**config.mk**
```make
export PLATFORM = sky130hd
export DESIGN_NAME = ifd_input_terminal_decoder
export DESIGN_NICKNAME = d
export VERILOG_FILES = /design/src/design/ifd_pkg.sv /design/src/design/ifd_func_if.sv /design/src/design/ifd_term_decode.sv /design/src/design/ifd_input_terminal_decoder.sv
export SDC_FILE = /design/constraint.sdc
export NUM_CORES = 1
export LEC_CHECK = 0
export BUFFER_PORTS_ARGS = -buffer_cell sky130_fd_sc_hd__buf_4
export CAP_MARGIN = 20
export CELL_PAD_IN_SITES_DETAIL_PLACEMENT = 0
export CELL_PAD_IN_SITES_GLOBAL_PLACEMENT = 1
export CORE_AREA = 2 2 116 118
export CTS_BUF_LIST = sky130_fd_sc_hd__clkbuf_4 sky130_fd_sc_hd__clkbuf_8
export DETAILED_ROUTE_END_ITERATION = 16
export DIE_AREA = 0 0 118 120
export MAX_ROUTING_LAYER = met4
export PLACE_DENSITY = 0.87
export SKIP_LAST_GASP = 1
export SLEW_MARGIN = 25
export SYNTH_ARGS = -nofsm -noshare
export SYNTH_HDL_FRONTEND = slang
export SYNTH_SLANG_ARGS = --single-unit
```
**constraint.sdc**
```tcl
create_clock -name clk_sys -period 5.1 [get_ports clk_sys]
set_clock_uncertainty 0.05 [all_clocks]
set_input_delay 0.765 -clock clk_sys [delete_from_list [all_inputs] [get_ports clk_sys]]
set_output_delay 0.765 -clock clk_sys [all_outputs]
set_load 0.05 [all_outputs]
```
**src/design/ifd_pkg.sv**
```systemverilog
package ifd_pkg;

  // Terminal count, code width and the position of the pulse-capable input.
  localparam int unsigned N_TERM    = 5;
  localparam int unsigned CODE_W    = 6;
  localparam int unsigned HS_TERM   = 4;
  localparam int unsigned N_FUNC    = 16;
  localparam int unsigned CNT_W     = 32;

  // Function codes handled by this decoder.
  localparam logic [5:0] F_PLC_PAUSE     = 6'h12;
  localparam logic [5:0] F_PLC_STOP_RST  = 6'h13;
  localparam logic [5:0] F_PID_PAUSE     = 6'h14;
  localparam logic [5:0] F_PID_SWITCH    = 6'h15;
  localparam logic [5:0] F_CNT_TRIG      = 6'h16;
  localparam logic [5:0] F_CNT_CLR       = 6'h17;
  localparam logic [5:0] F_LEN_CLR       = 6'h18;
  localparam logic [5:0] F_ACC_HOLD      = 6'h19;
  localparam logic [5:0] F_DC_BRAKE      = 6'h1a;
  localparam logic [5:0] F_UPDN_CLR      = 6'h1b;
  localparam logic [5:0] F_CMD_KEYPAD    = 6'h1c;
  localparam logic [5:0] F_CMD_TERMINAL  = 6'h1d;
  localparam logic [5:0] F_CMD_COMM      = 6'h1e;
  localparam logic [5:0] F_FREQ_MAIN     = 6'h1f;
  localparam logic [5:0] F_FREQ_AUX      = 6'h20;
  localparam logic [5:0] F_HS_CLR        = 6'h21;

  // Bit index of each function inside the decoded vector.
  localparam int unsigned B_PLC_PAUSE    = 0;
  localparam int unsigned B_PLC_STOP_RST = 1;
  localparam int unsigned B_PID_PAUSE    = 2;
  localparam int unsigned B_PID_SWITCH   = 3;
  localparam int unsigned B_CNT_TRIG     = 4;
  localparam int unsigned B_CNT_CLR      = 5;
  localparam int unsigned B_LEN_CLR      = 6;
  localparam int unsigned B_ACC_HOLD     = 7;
  localparam int unsigned B_DC_BRAKE     = 8;
  localparam int unsigned B_UPDN_CLR     = 9;
  localparam int unsigned B_CMD_KEYPAD   = 10;
  localparam int unsigned B_CMD_TERMINAL = 11;
  localparam int unsigned B_CMD_COMM     = 12;
  localparam int unsigned B_FREQ_MAIN    = 13;
  localparam int unsigned B_FREQ_AUX     = 14;
  localparam int unsigned B_HS_CLR       = 15;

  // Settings that enable terminal-driven behaviour.
  localparam logic       HS_MODE_PULSE   = 1'b1;
  localparam logic       PID_COND_TERM   = 1'b1;

  // Reset values.
  localparam logic [31:0] CNT_RESET      = 32'h0000_0000;

  // Command source and frequency source selections.
  typedef enum logic [1:0] {
    IFD_CMD_NONE,
    IFD_CMD_KEYPAD,
    IFD_CMD_TERMINAL,
    IFD_CMD_COMM
  } ifd_cmd_e;

  typedef enum logic [1:0] {
    IFD_FREQ_NONE,
    IFD_FREQ_MAIN,
    IFD_FREQ_AUX
  } ifd_freq_e;

endpackage

```
**src/design/ifd_func_if.sv**
```systemverilog
`timescale 1ns/100ps
interface ifd_func_if;

  // Decoded function levels, their rising edges and the pulse input edge.
  logic [15:0] act;
  logic [15:0] rise;
  logic        hs_rise;

  modport src (output act, output rise, output hs_rise);
  modport dst (input act, input rise, input hs_rise);

endinterface

```
**src/design/ifd_term_decode.sv**
```systemverilog
`timescale 1ns/100ps
module ifd_term_decode (
  input  wire logic            clk_sys,
  input  wire logic            nrst,
  input  wire logic [4:0]      term_closed,
  input  wire logic [4:0]      term_positive,
  input  wire logic            hs_pulse_mode,
  input  wire logic [4:0][5:0] term_func,
  ifd_func_if.src              fn
);

  typedef struct packed {
    logic [15:0] act;
    logic [15:0] act_d;
    logic        hs_lvl;
    logic        hs_lvl_d;
    logic        live;
    logic        primed;
  } ifd_dec_s;

  ifd_dec_s        st_reg;
  ifd_dec_s        st_next;
  logic [4:0]      term_act;
  logic [4:0][15:0] term_hit;

  // Per-terminal sense and one-hot decode of the assigned function.
  genvar gi;
  generate
    for (gi = 0; gi < 5; gi++)
    begin : g_term
      assign term_act[gi] = term_closed[gi] ~^ term_positive[gi];
      always_comb
      begin
        term_hit[gi] = 16'h0000;
        if (term_act[gi] && !(gi == ifd_pkg::HS_TERM &&
            hs_pulse_mode == ifd_pkg::HS_MODE_PULSE))
        begin
          if (term_func[gi] >= ifd_pkg::F_PLC_PAUSE &&
              term_func[gi] <= ifd_pkg::F_HS_CLR)
          begin
            term_hit[gi][4'(term_func[gi] - ifd_pkg::F_PLC_PAUSE)] = 1'b1;
          end
        end
      end
    end
  endgenerate

  // Merge terminals and keep the previous levels for edge detection.
  always_comb
  begin
    st_next          = st_reg;
    st_next.act      = 16'h0000;
    for (int i = 0; i < 5; i++)
    begin
      st_next.act = st_next.act | term_hit[i];
    end
    st_next.act_d    = st_reg.act;
    st_next.hs_lvl   = term_act[ifd_pkg::HS_TERM] &&
                       (hs_pulse_mode == ifd_pkg::HS_MODE_PULSE);
    st_next.hs_lvl_d = st_reg.hs_lvl;
    // Edges are trusted only once the delayed copies hold real levels.
    st_next.live     = 1'b1;
    st_next.primed   = st_reg.live;
  end

  // State register.
  always_ff @(posedge clk_sys)
  begin
    if (!nrst)
    begin
      st_reg <= '0;
    end
    else
    begin
      st_reg <= st_next;
    end
  end

  // Levels and registered edges toward the command stage; a terminal that
  // is already active when reset ends gives no false edge.
  assign fn.act     = st_reg.act;
  assign fn.rise    = st_reg.act & ~st_reg.act_d & {16{st_reg.primed}};
  assign fn.hs_rise = st_reg.hs_lvl & ~st_reg.hs_lvl_d & st_reg.primed;

endmodule

```
**src/design/ifd_input_terminal_decoder.sv**
```systemverilog
`timescale 1ns/100ps
// Contract
// Function 18 active pauses program sequence at zero frequency.
// Function 19 blocks sequence start, stops running sequence, resets step.
// Function 20 suspends PID and holds present output frequency.
// Function 21 selects second PID set when switching condition equals 1.
// Function 22 is counter input; count value restorable after power loss.
// Function 23 active clears the built-in counter.
// Function 24 active clears the accumulated length.
// Function 25 holds speed except stop; no effect while jogging.
// Function 26 applies DC brake when decelerating in stop-brake mode.
// Function 27 clears up/down offset when channel is terminal up/down.
// Functions 28-30 pick command source; keypad over terminal over comms.
// Keep run state on switch; two-wire terminal follows start setting.
// Functions 31-32 pick frequency source; main wins over auxiliary.
// Function 33 active clears the high-frequency pulse count.
// Fifth terminal is switch input or, with setting 1, pulse input.
// Each terminal has selectable positive or negative logic sense.
// Counter advances per rising edge; held clear keeps it at zero.
module ifd_input_terminal_decoder (
  input  wire logic            clk_sys,
  input  wire logic            nrst,
  input  wire logic [4:0]      term_closed,
  input  wire logic [4:0]      term_positive,
  input  wire logic            hs_pulse_mode,
  input  wire logic [4:0][5:0] term_func,
  input  wire logic            pid_switch_cond,
  input  wire logic            plc_running,
  input  wire logic            jog_active,
  input  wire logic            decelerating,
  input  wire logic            stop_dc_brake_mode,
  input  wire logic            freq_chan_updown,
  input  wire logic            two_wire_mode,
  input  wire logic            cnt_restore,
  input  wire logic [31:0]     cnt_restore_value,
  output logic                 plc_zero_freq,
  output logic                 plc_start_inhibit,
  output logic                 plc_decel_stop,
  output logic                 plc_step_reset,
  output logic                 pid_hold,
  output logic                 pid_set2,
  output logic [31:0]          cnt_value,
  output logic                 length_clear,
  output logic                 accel_hold,
  output logic                 dc_brake_now,
  output logic                 updown_clear,
  output logic [1:0]           cmd_src,
  output logic                 cmd_keep_run,
  output logic                 cmd_follow_start,
  output logic [1:0]           freq_src,
  output logic [31:0]          hs_count
);

  typedef struct packed {
    logic        plc_zero_freq;
    logic        plc_start_inhibit;
    logic        plc_decel_stop;
    logic        plc_step_reset;
    logic        pid_hold;
    logic        pid_set2;
    logic [31:0] cnt_value;
    logic        length_clear;
    logic        accel_hold;
    logic        dc_brake_now;
    logic        updown_clear;
    logic [1:0]  cmd_src;
    logic        cmd_keep_run;
    logic        cmd_follow_start;
    logic [1:0]  freq_src;
    logic [31:0] hs_count;
  } ifd_top_s;

  ifd_top_s   st_reg;
  ifd_top_s   st_next;
  ifd_func_if fn ();

  // Terminal sensing and function decode.
  ifd_term_decode u_dec (
    .clk_sys       (clk_sys),
    .nrst          (nrst),
    .term_closed   (term_closed),
    .term_positive (term_positive),
    .hs_pulse_mode (hs_pulse_mode),
    .term_func     (term_func),
    .fn            (fn.src)
  );

  // Command stage: every output is registered; flags follow decoded levels, the two counts follow edges.
  always_comb
  begin
    st_next = st_reg;
    st_next.plc_zero_freq     = fn.act[ifd_pkg::B_PLC_PAUSE];
    st_next.plc_start_inhibit = fn.act[ifd_pkg::B_PLC_STOP_RST];
    st_next.plc_decel_stop    = fn.act[ifd_pkg::B_PLC_STOP_RST] &&
                                plc_running;
    st_next.plc_step_reset    = fn.act[ifd_pkg::B_PLC_STOP_RST];
    st_next.pid_hold          = fn.act[ifd_pkg::B_PID_PAUSE];
    st_next.pid_set2          = fn.act[ifd_pkg::B_PID_SWITCH] &&
                                (pid_switch_cond ==
                                 ifd_pkg::PID_COND_TERM);
    st_next.length_clear      = fn.act[ifd_pkg::B_LEN_CLR];
    // Stop commands bypass this hold; the motion core honours them.
    st_next.accel_hold        = fn.act[ifd_pkg::B_ACC_HOLD] &&
                                !jog_active;
    st_next.dc_brake_now      = fn.act[ifd_pkg::B_DC_BRAKE] &&
                                decelerating && stop_dc_brake_mode;
    st_next.updown_clear      = fn.act[ifd_pkg::B_UPDN_CLR] &&
                                freq_chan_updown;

    // Clear dominates, then restore, then counting an accepted edge.
    // Restore reloads a count that was saved outside before power was lost.
    if (fn.act[ifd_pkg::B_CNT_CLR])
    begin
      st_next.cnt_value = ifd_pkg::CNT_RESET;
    end
    else if (cnt_restore)
    begin
      st_next.cnt_value = cnt_restore_value;
    end
    else if (fn.rise[ifd_pkg::B_CNT_TRIG])
    begin
      st_next.cnt_value = st_reg.cnt_value + 32'h0000_0001;
    end

    // The pulse count clears while its terminal is active.
    // Only a terminal set up as a pulse input delivers these edges.
    if (fn.act[ifd_pkg::B_HS_CLR])
    begin
      st_next.hs_count = ifd_pkg::CNT_RESET;
    end
    else if (fn.hs_rise)
    begin
      st_next.hs_count = st_reg.hs_count + 32'h0000_0001;
    end

    // Command source priority: keypad, terminal, communication.
    // With no source terminal active the source reads as none.
    if (fn.act[ifd_pkg::B_CMD_KEYPAD])
    begin
      st_next.cmd_src = ifd_pkg::IFD_CMD_KEYPAD;
    end
    else if (fn.act[ifd_pkg::B_CMD_TERMINAL])
    begin
      st_next.cmd_src = ifd_pkg::IFD_CMD_TERMINAL;
    end
    else if (fn.act[ifd_pkg::B_CMD_COMM])
    begin
      st_next.cmd_src = ifd_pkg::IFD_CMD_COMM;
    end
    else
    begin
      st_next.cmd_src = ifd_pkg::IFD_CMD_NONE;
    end

    // Run-state handling follows the chosen source.
    case (ifd_pkg::ifd_cmd_e'(st_next.cmd_src))
      ifd_pkg::IFD_CMD_TERMINAL:
      begin
        st_next.cmd_follow_start = two_wire_mode;
        st_next.cmd_keep_run     = !two_wire_mode;
      end
      ifd_pkg::IFD_CMD_KEYPAD, ifd_pkg::IFD_CMD_COMM:
      begin
        st_next.cmd_follow_start = 1'b0;
        st_next.cmd_keep_run     = 1'b1;
      end
      default:
      begin
        st_next.cmd_follow_start = 1'b0;
        st_next.cmd_keep_run     = 1'b0;
      end
    endcase

    // Frequency source: main over auxiliary.
    // With neither terminal active the source reads as none.
    if (fn.act[ifd_pkg::B_FREQ_MAIN])
    begin
      st_next.freq_src = ifd_pkg::IFD_FREQ_MAIN;
    end
    else if (fn.act[ifd_pkg::B_FREQ_AUX])
    begin
      st_next.freq_src = ifd_pkg::IFD_FREQ_AUX;
    end
    else
    begin
      st_next.freq_src = ifd_pkg::IFD_FREQ_NONE;
    end
  end

  // State register.
  // Synchronous reset zeroes every output, the count included.
  always_ff @(posedge clk_sys)
  begin
    if (!nrst)
    begin
      st_reg <= '0;
    end
    else
    begin
      st_reg <= st_next;
    end
  end

  // Outputs straight from the state register.
  assign plc_zero_freq     = st_reg.plc_zero_freq;
  assign plc_start_inhibit = st_reg.plc_start_inhibit;
  assign plc_decel_stop    = st_reg.plc_decel_stop;
  assign plc_step_reset    = st_reg.plc_step_reset;
  assign pid_hold          = st_reg.pid_hold;
  assign pid_set2          = st_reg.pid_set2;
  assign cnt_value         = st_reg.cnt_value;
  assign length_clear      = st_reg.length_clear;
  assign accel_hold        = st_reg.accel_hold;
  assign dc_brake_now      = st_reg.dc_brake_now;
  assign updown_clear      = st_reg.updown_clear;
  assign cmd_src           = st_reg.cmd_src;
  assign cmd_keep_run      = st_reg.cmd_keep_run;
  assign cmd_follow_start  = st_reg.cmd_follow_start;
  assign freq_src          = st_reg.freq_src;
  assign hs_count          = st_reg.hs_count;

endmodule

```
# Word level (Yosys, flattened, before mapping)
# Index checks and enable logic that the tools add are counted.
dict set report totals {
  reg_bits 104
  wordCells 123
}
dict set report op_classes {
  add_sub_neg 7
  n_lt_le_gt_ge 20
  n_eq_ne 3
  n_mux 29
  bitwise 16
  reduce_logical 26
}
# cell n
set ops {}
lappend ops {{two-way mux 16 bit} 10}
lappend ops {{adder 32 x 1 -> 32 bit, second input constant} 2}
lappend ops {{two-way mux 32 bit} 2}
lappend ops {{OR 16 bit} 4}
lappend ops {{>= comparator 6 x 5 -> 1 bit, second input constant} 5}
lappend ops {{less-or-equal comparator 6 bit, second input constant} 5}
lappend ops {{less-than comparator 4 x 5 -> 1 bit, second input constant} 5}
lappend ops {{demux 1 bit (select 4 bit)} 5}
lappend ops {{>= comparator 4 x 1 -> 1 bit, second input constant} 5}
lappend ops {{subtractor 4 x 2 -> 4 bit, second input constant} 5}
lappend ops {{logical AND 1 bit} 18}
lappend ops {{AND 5 bit} 2}
lappend ops {{two-way mux 2 bit} 5}
lappend ops {{OR reduction 2 bit} 4}
lappend ops {{two-way mux 1 bit} 6}
lappend ops {{inverter 5 bit} 1}
lappend ops {{bitwise XNOR 1 bit} 5}
lappend ops {{equality test 2 bit, second input constant} 2}
lappend ops {{case mux 2 bit (2 select lines)} 1}
lappend ops {{zero test 1 bit} 3}
lappend ops {{AND 1 bit} 2}
lappend ops {{equality test 2 x 1 -> 1 bit, second input constant} 1}
lappend ops {{inverter 1 bit} 2}
lappend ops {{nonzero test 2 bit} 1}

# Logic depth before layout (Yosys ltp)
# Gate-level depths: netlist (run 1).
dict set report logic_depth {
  depth_word 11
  depth_mapped 7
  ltp_nobuf 7
}

# Hierarchy
# From an unflattened synthesis (run 1), not the netlist that was laid out.
dict set report unflattened {
  hier_cells 682
  hier_area_um2 5863.1
}
# module n_inst cells_per_inst area_per_inst_um2
set modules_own_cells {}
lappend modules_own_cells {ifd_input_terminal_decoder 1 406 3553.4}
lappend modules_own_cells {ifd_term_decode 1 276 2309.7}

# Worst setup path before layout (run 1)
# OpenSTA, ideal clock, no wires.
dict set report synth_timing {
  kind {register to register}
  from {register st_reg (netlist bit cnt_value[4])}
  to {register st_reg (netlist bit cnt_value[20])}
  setup_time_ps 115
  arrival_time_ps 1966
  required_time_ps 4935
  slack_ps 2968
  path_stages_with_launch 7
  n_path_buf 1
  synth_period_minus_slack_ps 2132
  cell_sequence {dfxtp_1 > nand4_1 > nor4_2 > buf_2 > nand3_1 > xnor2_1 > o21ba_2}
}
dict set report synth_via {
  elab_chain_cells 3
}
# element line_no
set synth_lines {}
lappend synth_lines {{from (decl)} ifd_input_terminal_decoder.sv:73} ;# ifd_top_s st_reg;
lappend synth_lines {{from (signal assigned)} ifd_input_terminal_decoder.sv:200} ;# st_reg <= st_next;
lappend synth_lines {{adder 32 x 1 -> 32 bit} ifd_input_terminal_decoder.sv:122} ;# st_next.cnt_value = st_reg.cnt_value + 32'h0000_0001;
lappend synth_lines {{two-way mux 32 bit} ifd_input_terminal_decoder.sv:120} ;# else if (fn.rise[ifd_pkg::B_CNT_TRIG])
lappend synth_lines {{two-way mux 32 bit} ifd_input_terminal_decoder.sv:116} ;# else if (cnt_restore)
# No other way between the ends. The select of a mux whose other input is x is not followed.
# A chain may end at the register's enable or synchronous reset.

# Worst setup path after layout (run 1)
dict set report layout_timing {
  from {input port term_func[25] (netlist name)}
  to {register u_dec.st_reg (netlist bit u_dec.fn.act[8])}
}
dict set report layout_via {
  elab_chain_cells 8
}
# element line_no
set layout_lines {}
lappend layout_lines {{from (decl)} ifd_input_terminal_decoder.sv:26} ;# input wire logic [4:0][5:0] term_func,
lappend layout_lines {{subtractor 4 x 2 -> 4 bit} ifd_term_decode.sv:41} ;# term_hit[gi][4'(term_func[gi] - ifd_pkg::F_PLC_PAUSE)] = 1'b1;
lappend layout_lines {{less-than comparator 4 x 5 -> 1 bit (not written as such) / >= comparator 4 x 1 -> 1 bit (equally long branches)} ifd_term_decode.sv:41}
lappend layout_lines {{logical AND 1 bit (not written as such)} ifd_term_decode.sv:41}
lappend layout_lines {{two-way mux 1 bit (not written as such)} ifd_term_decode.sv:41}
lappend layout_lines {{demux 1 bit (select 4 bit)} --}
lappend layout_lines {{two-way mux 16 bit (*)} ifd_term_decode.sv:38} ;# if (term_func[gi] >= ifd_pkg::F_PLC_PAUSE &&
lappend layout_lines {{two-way mux 16 bit (*)} ifd_term_decode.sv:35} ;# if (term_act[gi] && !(gi == ifd_pkg::HS_TERM &&
lappend layout_lines {{OR 16 bit (*)} ifd_term_decode.sv:55} ;# st_next.act = st_next.act | term_hit[i];
lappend layout_lines {{to (signal assigned)} ifd_term_decode.sv:75} ;# st_reg <= st_next;
lappend layout_lines {{to (decl)} ifd_term_decode.sv:21} ;# ifd_dec_s st_reg;
# Mark *: on every way between the ends. The rest lies on a longest branch, timed or not.

==> results.md, run 1 <==
* IO Pins at 163
* Hold violation count in the final report at 0
* Fin crit period at 2.12 ns
* Syn. warnings at 0
* Fill count at 1,270
* WL met2 at 7330 µm
* Worst path max stage delay at 0.51 ns
* Synth Register Bits at 100
* # diodes at 0
* NetSw at 484 µW
* CTS tree: yes
* Peak supply drop at 0.137 mV
* Largest net degree at the start of global routing at 49
* Hold Buf Count CTS at 0
* Sink Count at 100
* Sequential power share at 50.4%
* Max Cap Violations at 0
* Top cell type's share of synthesized area at 37.9%
* Number of routed nets with antenna violations at 0
* GRT Total Usage at 21.3%
* FF-to-FF Start: cnt_value[4]
* Chip width at 118 µm
* Share of cells above drive strength 1 at 24.8%
* Port bufs at 162
* Core Footprint at 0.0130 mm²
* Logic pwr share at 18.5%
* Syn Std Cell Area at 0.00528 mm²
* Starting Density at 40.7%
* Register area at 0.00200 mm²
* # DRC at 0
* H-Tree Depth at 3
* Synthesis-to-finish area growth at 29.7%
* Final Power at 1.65 mW
* Die Footprint at 0.0142 mm²
* Final wirelength at 14,900 µm
* GRT Residual Overflow at 0
* Setup_tns at 0 ns
* Final setup fails at 0
* CP max stage cell: o21ai_1
* Clock root cell: clkbuf_8
* Initial antenna violation count at 0
* Multi-input gate area at 0.00314 mm²
* Largest area contributor in the netlist: dfxtp_1
* Worst path cell trace: buf_4 -> nor3_1 -> a21oi_1 -> o21ai_1 -> nor3_1 -> o31a_1
* Post-CTS Setup Inserts at 0
* Worst Path Arrival at 2.32 ns
* Most common cell in the synthesized netlist: dfxtp_1
* Clock share of power at 31.1%
* Seq/Total Area, Yosys at 37.9%
* Final cycle utilization of the critical path at 41.6%
* Met3 WL at 662 µm
* Clock Latency Late Sink at 0.36 ns
* Highest Signal Layer: met4
* GP Congestion at 0.923
* Number of synthesized flops with an enable pin at 0
* Reg2Reg Setup Slack at 3.00 ns
* Hold Path Sink: accel_hold
* Pwr dens at 241 mW/mm²
* Nature of the critical path endpoint: flip-flop
* Setup CP Type: in -> reg
* Sw Ratio at 29.3%
* Most frequent cells after synthesis: dfxtp_1, nor2_1, xor2_1
* Hold slack at 0.377 ns
* Die Ht at 120 µm
* Synth top area cells: dfxtp_1, xor2_1, nor2_1
* Reg-to-Reg End: cnt_value[20]
* Max-slew violations at 0
* CP top delay family: compound AO/OA/AOI/OAI gates
* Vias per cell at 5.37
* Worst EP required at 5.30 ns
* Status: finished clean
* Worst Hold Class: reg -> reg
* Via count at 5,163
* Post-synth cell types at 55
* Fraction of registers with async set/reset at 0%
* Syn Nets at 723
* Critical path depth at 6
* DP Wirelength at 11,500 µm
* Critical Path Fanout Max at 9
* Max Freq at 471 MHz
* Hold Path Cell Cnt at 2
* Vias in the first global route at 4,925
* Met1 Routed Length at 6490 µm
* Register-to-Register Path Depth at 5
* Synthesized area per cell at 8.41 µm²
* Synthesized instance count at 628
* Slew margin rel. at 49.1%
* Final nets at 877
* Starting DRT DRC Count at 395
* CTS max path bufs at 2
* Ys flop type: dfxtp_1
* Clock transition at the registers of the reported paths at 0.09 ns
* Hold Startpoint: u_dec.fn.act[7]
* Routed len/inst at 15.5 µm
* Cts bufs inserted at 9
* WP buf/inv at 1
* RSZ-0062 raised after global routing: false
* Row count at 42
* Leakage at 2.77 nW
* Pint at 1.16 mW
* Cts repair resizes at 0
* Drt pass-1 iters at 4
* First-pass GRT wire length at 23,900 µm
* Critical Path Start Type: input pin
* CP most frequent cell: nor3_1
* Worst-Margin Slew at 0.756 ns
## stage by stage
step | setup slack, ns | instances | instance area (µm²) | utilization, %
after global routing | 2.81 | 962 | 6850 | 52.8
after global placement | 2.73 | 947 | 6650 | 51.2
after detailed placement | 2.65 | 947 | 6650 | 51.2
after floorplan | 2.97 | 628 | 5280 | -
final | 2.98 | 962 | 6850 | 52.8
after CTS | 2.72 | 962 | 6840 | 52.7
## worst max-delay path by stage
stage	startpoint	end
after floorplan	cnt_value[4]	cnt_value[20]
after global placement	term_func[25]	u_dec.fn.act[6]
after detailed placement	term_func[25]	u_dec.fn.act[8]
after CTS	cnt_value[4]	cnt_value[20]
after global routing	cnt_value[4]	cnt_value[20]
final	term_func[25]	u_dec.fn.act[8]
## worst register-to-register path: stages, from the launching register on
cell     delay (ns)
dfxtp_1        0.43
nand4_1        0.28
nor4_4         0.71
nand3_1        0.19
xnor2_1        0.16
o21ba_2        0.19
## cell usage in the layout, fill, tap and decap left out, types with 3 or more instances in the layout
| master | Yosys | routed |
|---|---|---|
| buf_4 | 2 | 164 |
| dfxtp_1 | 100 | 100 |
| nor2_1 | 70 | 70 |
| xor2_1 | 47 | 47 |
| nand2_1 | 40 | 40 |
| o21ai_0 | 29 | 29 |
| a21oi_1 | 29 | 29 |
| nand4_1 | 28 | 28 |
| nand3_1 | 28 | 28 |
| xnor2_1 | 26 | 26 |
| o22ai_1 | 26 | 26 |
| nor3_1 | 21 | 21 |
| nand2b_1 | 19 | 18 |
| inv_1 | 16 | 16 |
| o31a_1 | 13 | 13 |
| ha_1 | 12 | 12 |
| and2_1 | 11 | 11 |
| and3_1 | 10 | 10 |
| clkbuf_8 | 0 | 10 |
| nor4_1 | 8 | 8 |
| nor2b_1 | 7 | 7 |
| and4_1 | 6 | 6 |
| or3_1 | 5 | 5 |
| and3b_1 | 5 | 5 |
| nand4b_1 | 4 | 4 |
| nor4_4 | 2 | 3 |
| o211ai_1 | 3 | 3 |
| o41a_1 | 3 | 3 |
| or4_1 | 3 | 3 |
## power by group through the flow
| stage | clock network (mW) | registers [mW] | logic, mW |
|---|---|---|---|
| after floorplan | 0 | 0.910 | 0.115 |
| after detailed placement | 0 | 0.848 | 0.304 |
| after CTS | 0.528 | 0.830 | 0.304 |
| after global placement | 0 | 0.847 | 0.300 |
| final | 0.513 | 0.831 | 0.305 |
| after global routing | 0.560 | 0.834 | 0.328 |
## layout make-up
class,count,area share [%]
multi-input cells,491,45.9
flip-flops and latches,100,29.2
repair buffers,164,18.0
well taps,176,3.21
clock buffers,11,2.12
inverters,16,0.877
clock inverters,4,0.730
## routing by layer
layer  global-route usage [%]  vias up
li1                         -     2567
met4                     8.43        0
met1                     25.4     2404
met5                        -        -
met3                     3.56       27
met2                     36.2      165
## kinds of logic (layout without fill, tap and decap cells)
family                   after synthesis  in the layout  synth area share, %
AO/OA/AOI/OAI                        122            122                 14.7
XOR/XNOR                              73             73                 12.1
adder cells (fa/ha/maj)               12             12                 2.84
buffers and inverters                 37            195                 2.82
flip-flops                           100            100                 37.9
multiplexers                           1              1                0.189
AND/OR/NAND/NOR                      283            283                 29.5
No activity file was read; power rests on OpenSTA's default activity.
==> run 2, diff against run 1 <==
Settings changed: CORE_AREA 2 2 116 118 to 2 2 120 122, DIE_AREA 0 0 118 120 to 0 0 122 124, PLACE_DENSITY 0.87 to 0.82.
Clock period 5.1 ns to 2.05 ns, I/O delays scaled along.
==> run 2 against run 1 <==
Global-route usage is 0.14 points lower. Sequential cell count stayed put. Via count is 0.95% higher. Die area is 6.8% higher. Final area is 2.4% higher. Total power grew to 2.6 times the previous value. Highest routed layer unchanged. Utilization is 1.6 points lower. Critical path depth is 1 lower. Worst setup slack worse by 2.9 ns. First-iteration DRC count is 12% lower. Critical endpoint is now cnt_value[29]. Wire length is 4.8% higher. Clock-buffer cell count stayed put. Largest power group unchanged.
==> results.md, run 2 (synthesis results as in run 1) <==
* Clock root cell: clkbuf_8
* Worst-Margin Slew at 0.466 ns (-0.291 ns)
* CTS max path bufs at 2 (unchanged)
* Critical Path Start Type: flip-flop
* CP max stage cell: dfxtp_2
* GRT Total Usage at 21.2% (-0.14 points)
* Peak supply drop at 0.270 mV (+97%)
* GRT Residual Overflow at 0 (unchanged)
* Core Footprint at 0.0137 mm² (+5.7%)
* Commonest non-fill, non-tap cell in the layout: buf_4
* First-pass GRT wire length at 24,700 µm (+3.3%)
* Pwr dens at 610 mW/mm² (+150%)
* Final nets at 893 (+1.8%)
* Final wirelength at 15,600 µm (+4.8%)
* Final setup fails at 0 (unchanged)
* Drt pass-1 iters at 5 (+1)
* Max Cap Violations at 0 (unchanged)
* Nature of the critical path endpoint: flip-flop
* Routed len/inst at 15.8 µm (+2.6%)
* Via count at 5,212 (+0.95%)
* Die Footprint at 0.0151 mm² (+6.8%)
* # diodes at 0 (unchanged)
* Commonest cells after routing, fill and taps aside: buf_4, dfxtp_1, nor2_1, xor2_1, nand2_1
* Final Power at 4.28 mW (+160%)
* Worst Path Arrival at 2.15 ns (-0.17 ns)
* Max Freq at 517 MHz
* Setup ws final at 0.115 ns (-2.86 ns)
* Worst path cell trace: nand4_1 -> nor4_4 -> nand4b_1 -> o21a_1 -> o311a_1
* Clock transition at the registers of the reported paths at 0.10 ns (about the same)
* DP Wirelength at 12,000 µm (+4.7%)
* Vias in the first global route at 5,051 (+2.6%)
* Clock Latency Late Sink at 0.37 ns (about the same)
* Chip width at 122 µm (+3.4%)
* Number of routed nets with antenna violations at 0 (unchanged)
* Vias per cell at 5.30 (-1.2%)
* Initial antenna violation count at 0 (unchanged)
* Row count at 43 (+2.4%)
* GP Congestion at 0.881 (-4.6%)
* Hold violation count in the final report at 0 (unchanged)
* RSZ-0062 raised after global routing: false
* Leakage at 2.87 nW (+3.9%)
* IO Pins at 163 (unchanged)
* Worst Hold Class: in -> reg
* Status: finished clean
* CTS tree: yes
* Fill count at 1,340 (+5.5%)
* Synthesis-to-finish area growth at 32.9%
* Setup WS pre-CTS at 0.119 ns (-2.53 ns)
* H-Tree Depth at 3 (unchanged)
* Largest net degree at the start of global routing at 49 (unchanged)
* Critical Path Fanout Max at 5 (-4)
* Final cycle utilization of the critical path at 94.4%
* Sink Count at 100 (unchanged)
* # DRC at 0 (unchanged)
* Die Ht at 124 µm (+3.3%)
* Worst EP required at 2.27 ns (-3.03 ns)
* Finished Layout Cells at 983 (+2.2%)
* Share of cells above drive strength 1 at 27.5% (+2.7 points)
* Starting Density at 38.5% (-2.2 points)
* Max-slew violations at 0 (unchanged)
* Starting DRT DRC Count at 347 (-12%)
* Setup CP Type: reg -> reg
* Port bufs at 162 (unchanged)
* Cts bufs inserted at 9 (unchanged)
* Hold slack at 0.0262 ns (-0.351 ns)
* Fin crit period at 1.93 ns
* Worst path max stage delay at 0.41 ns (-0.10 ns)
* Placed cells at 966 (+2.0%)
* Slew margin rel. at 68.8% (+20 points)
==> run 2: changes by cell type in the layout (fill, tap and decap cells not counted), sizes merged <==
cell,before,now
bufinv,1,2
inv,16,18
clkinvlp,2,0
buf,164,180
==> run 2: report_power, final <==
part           internal, mW  switching (mW)  leakage, nW
registers              2.00          0.0667        0.819
clock network         0.742           0.704        0.118
logic                 0.301           0.468         1.94
total                  3.05            1.24         2.87
==> run 2: path summary, 6_finish.rpt <==
| path | startpoint | end | slack (ns) | cells after the start |
|---|---|---|---|---|
| setup / recovery | cnt_value[0] | cnt_value[29] | 0.12 | 5 |
| hold / removal | jog_active | accel_hold | 0.03 | 2 |
| setup reg to reg | cnt_value[0] | cnt_value[29] | 0.12 | 5 |
| hold reg to reg | u_dec.fn.act[7] | accel_hold | 0.38 | 2 |
==> run 2: routing by layer <==
metal / up-vias / share of wire, % / track usage [%]
met4: 0 / 2.7 / 10.1
met1: 2438 / 43 / 24.8
met2: 147 / 50 / 36.1
li1: 2600 / - / -
met3: 27 / 4.6 / 2.93
met5: - / 0 / -
==> run 2: worst max-delay path: cells and delay by family, from the launching register on <==
family,cells,cell delay (ns)
and+or+nand+nor,3,0.87
AOI/OAI and AO/OA,2,0.50
DFF,1,0.41
==> run 2: area by class of cell <==
type / instances / area (µm²) / area share (%)
sequential: 100 / 2010 / 28.7
clock inverter: 5 / 82.6 / 1.18
timing repair buffer: 180 / 1350 / 19.3
multi-input combinational: 491 / 3140 / 44.7
tap: 180 / 225 / 3.21
clock buffer: 11 / 145 / 2.07
inverter: 16 / 60.1 / 0.856
==> run 2: repair_timing <==
action / 4_1_cts / 5_1_grt
gates resized for setup: 0 / 1
setup endpoints to repair: 0 / 1
buffers inserted: 0 / 1
hold buffers: 0 / 0
==> run 2: per-stage QoR <==
step	instance area, µm²	utilization (%)	TNS, ns
floorplan	5300	-	-0.0176
global placement	6780	49.4	0
detailed placement	6780	49.4	0
CTS	7000	51.0	0
global route	7020	51.2	0
finish	7020	51.2	0
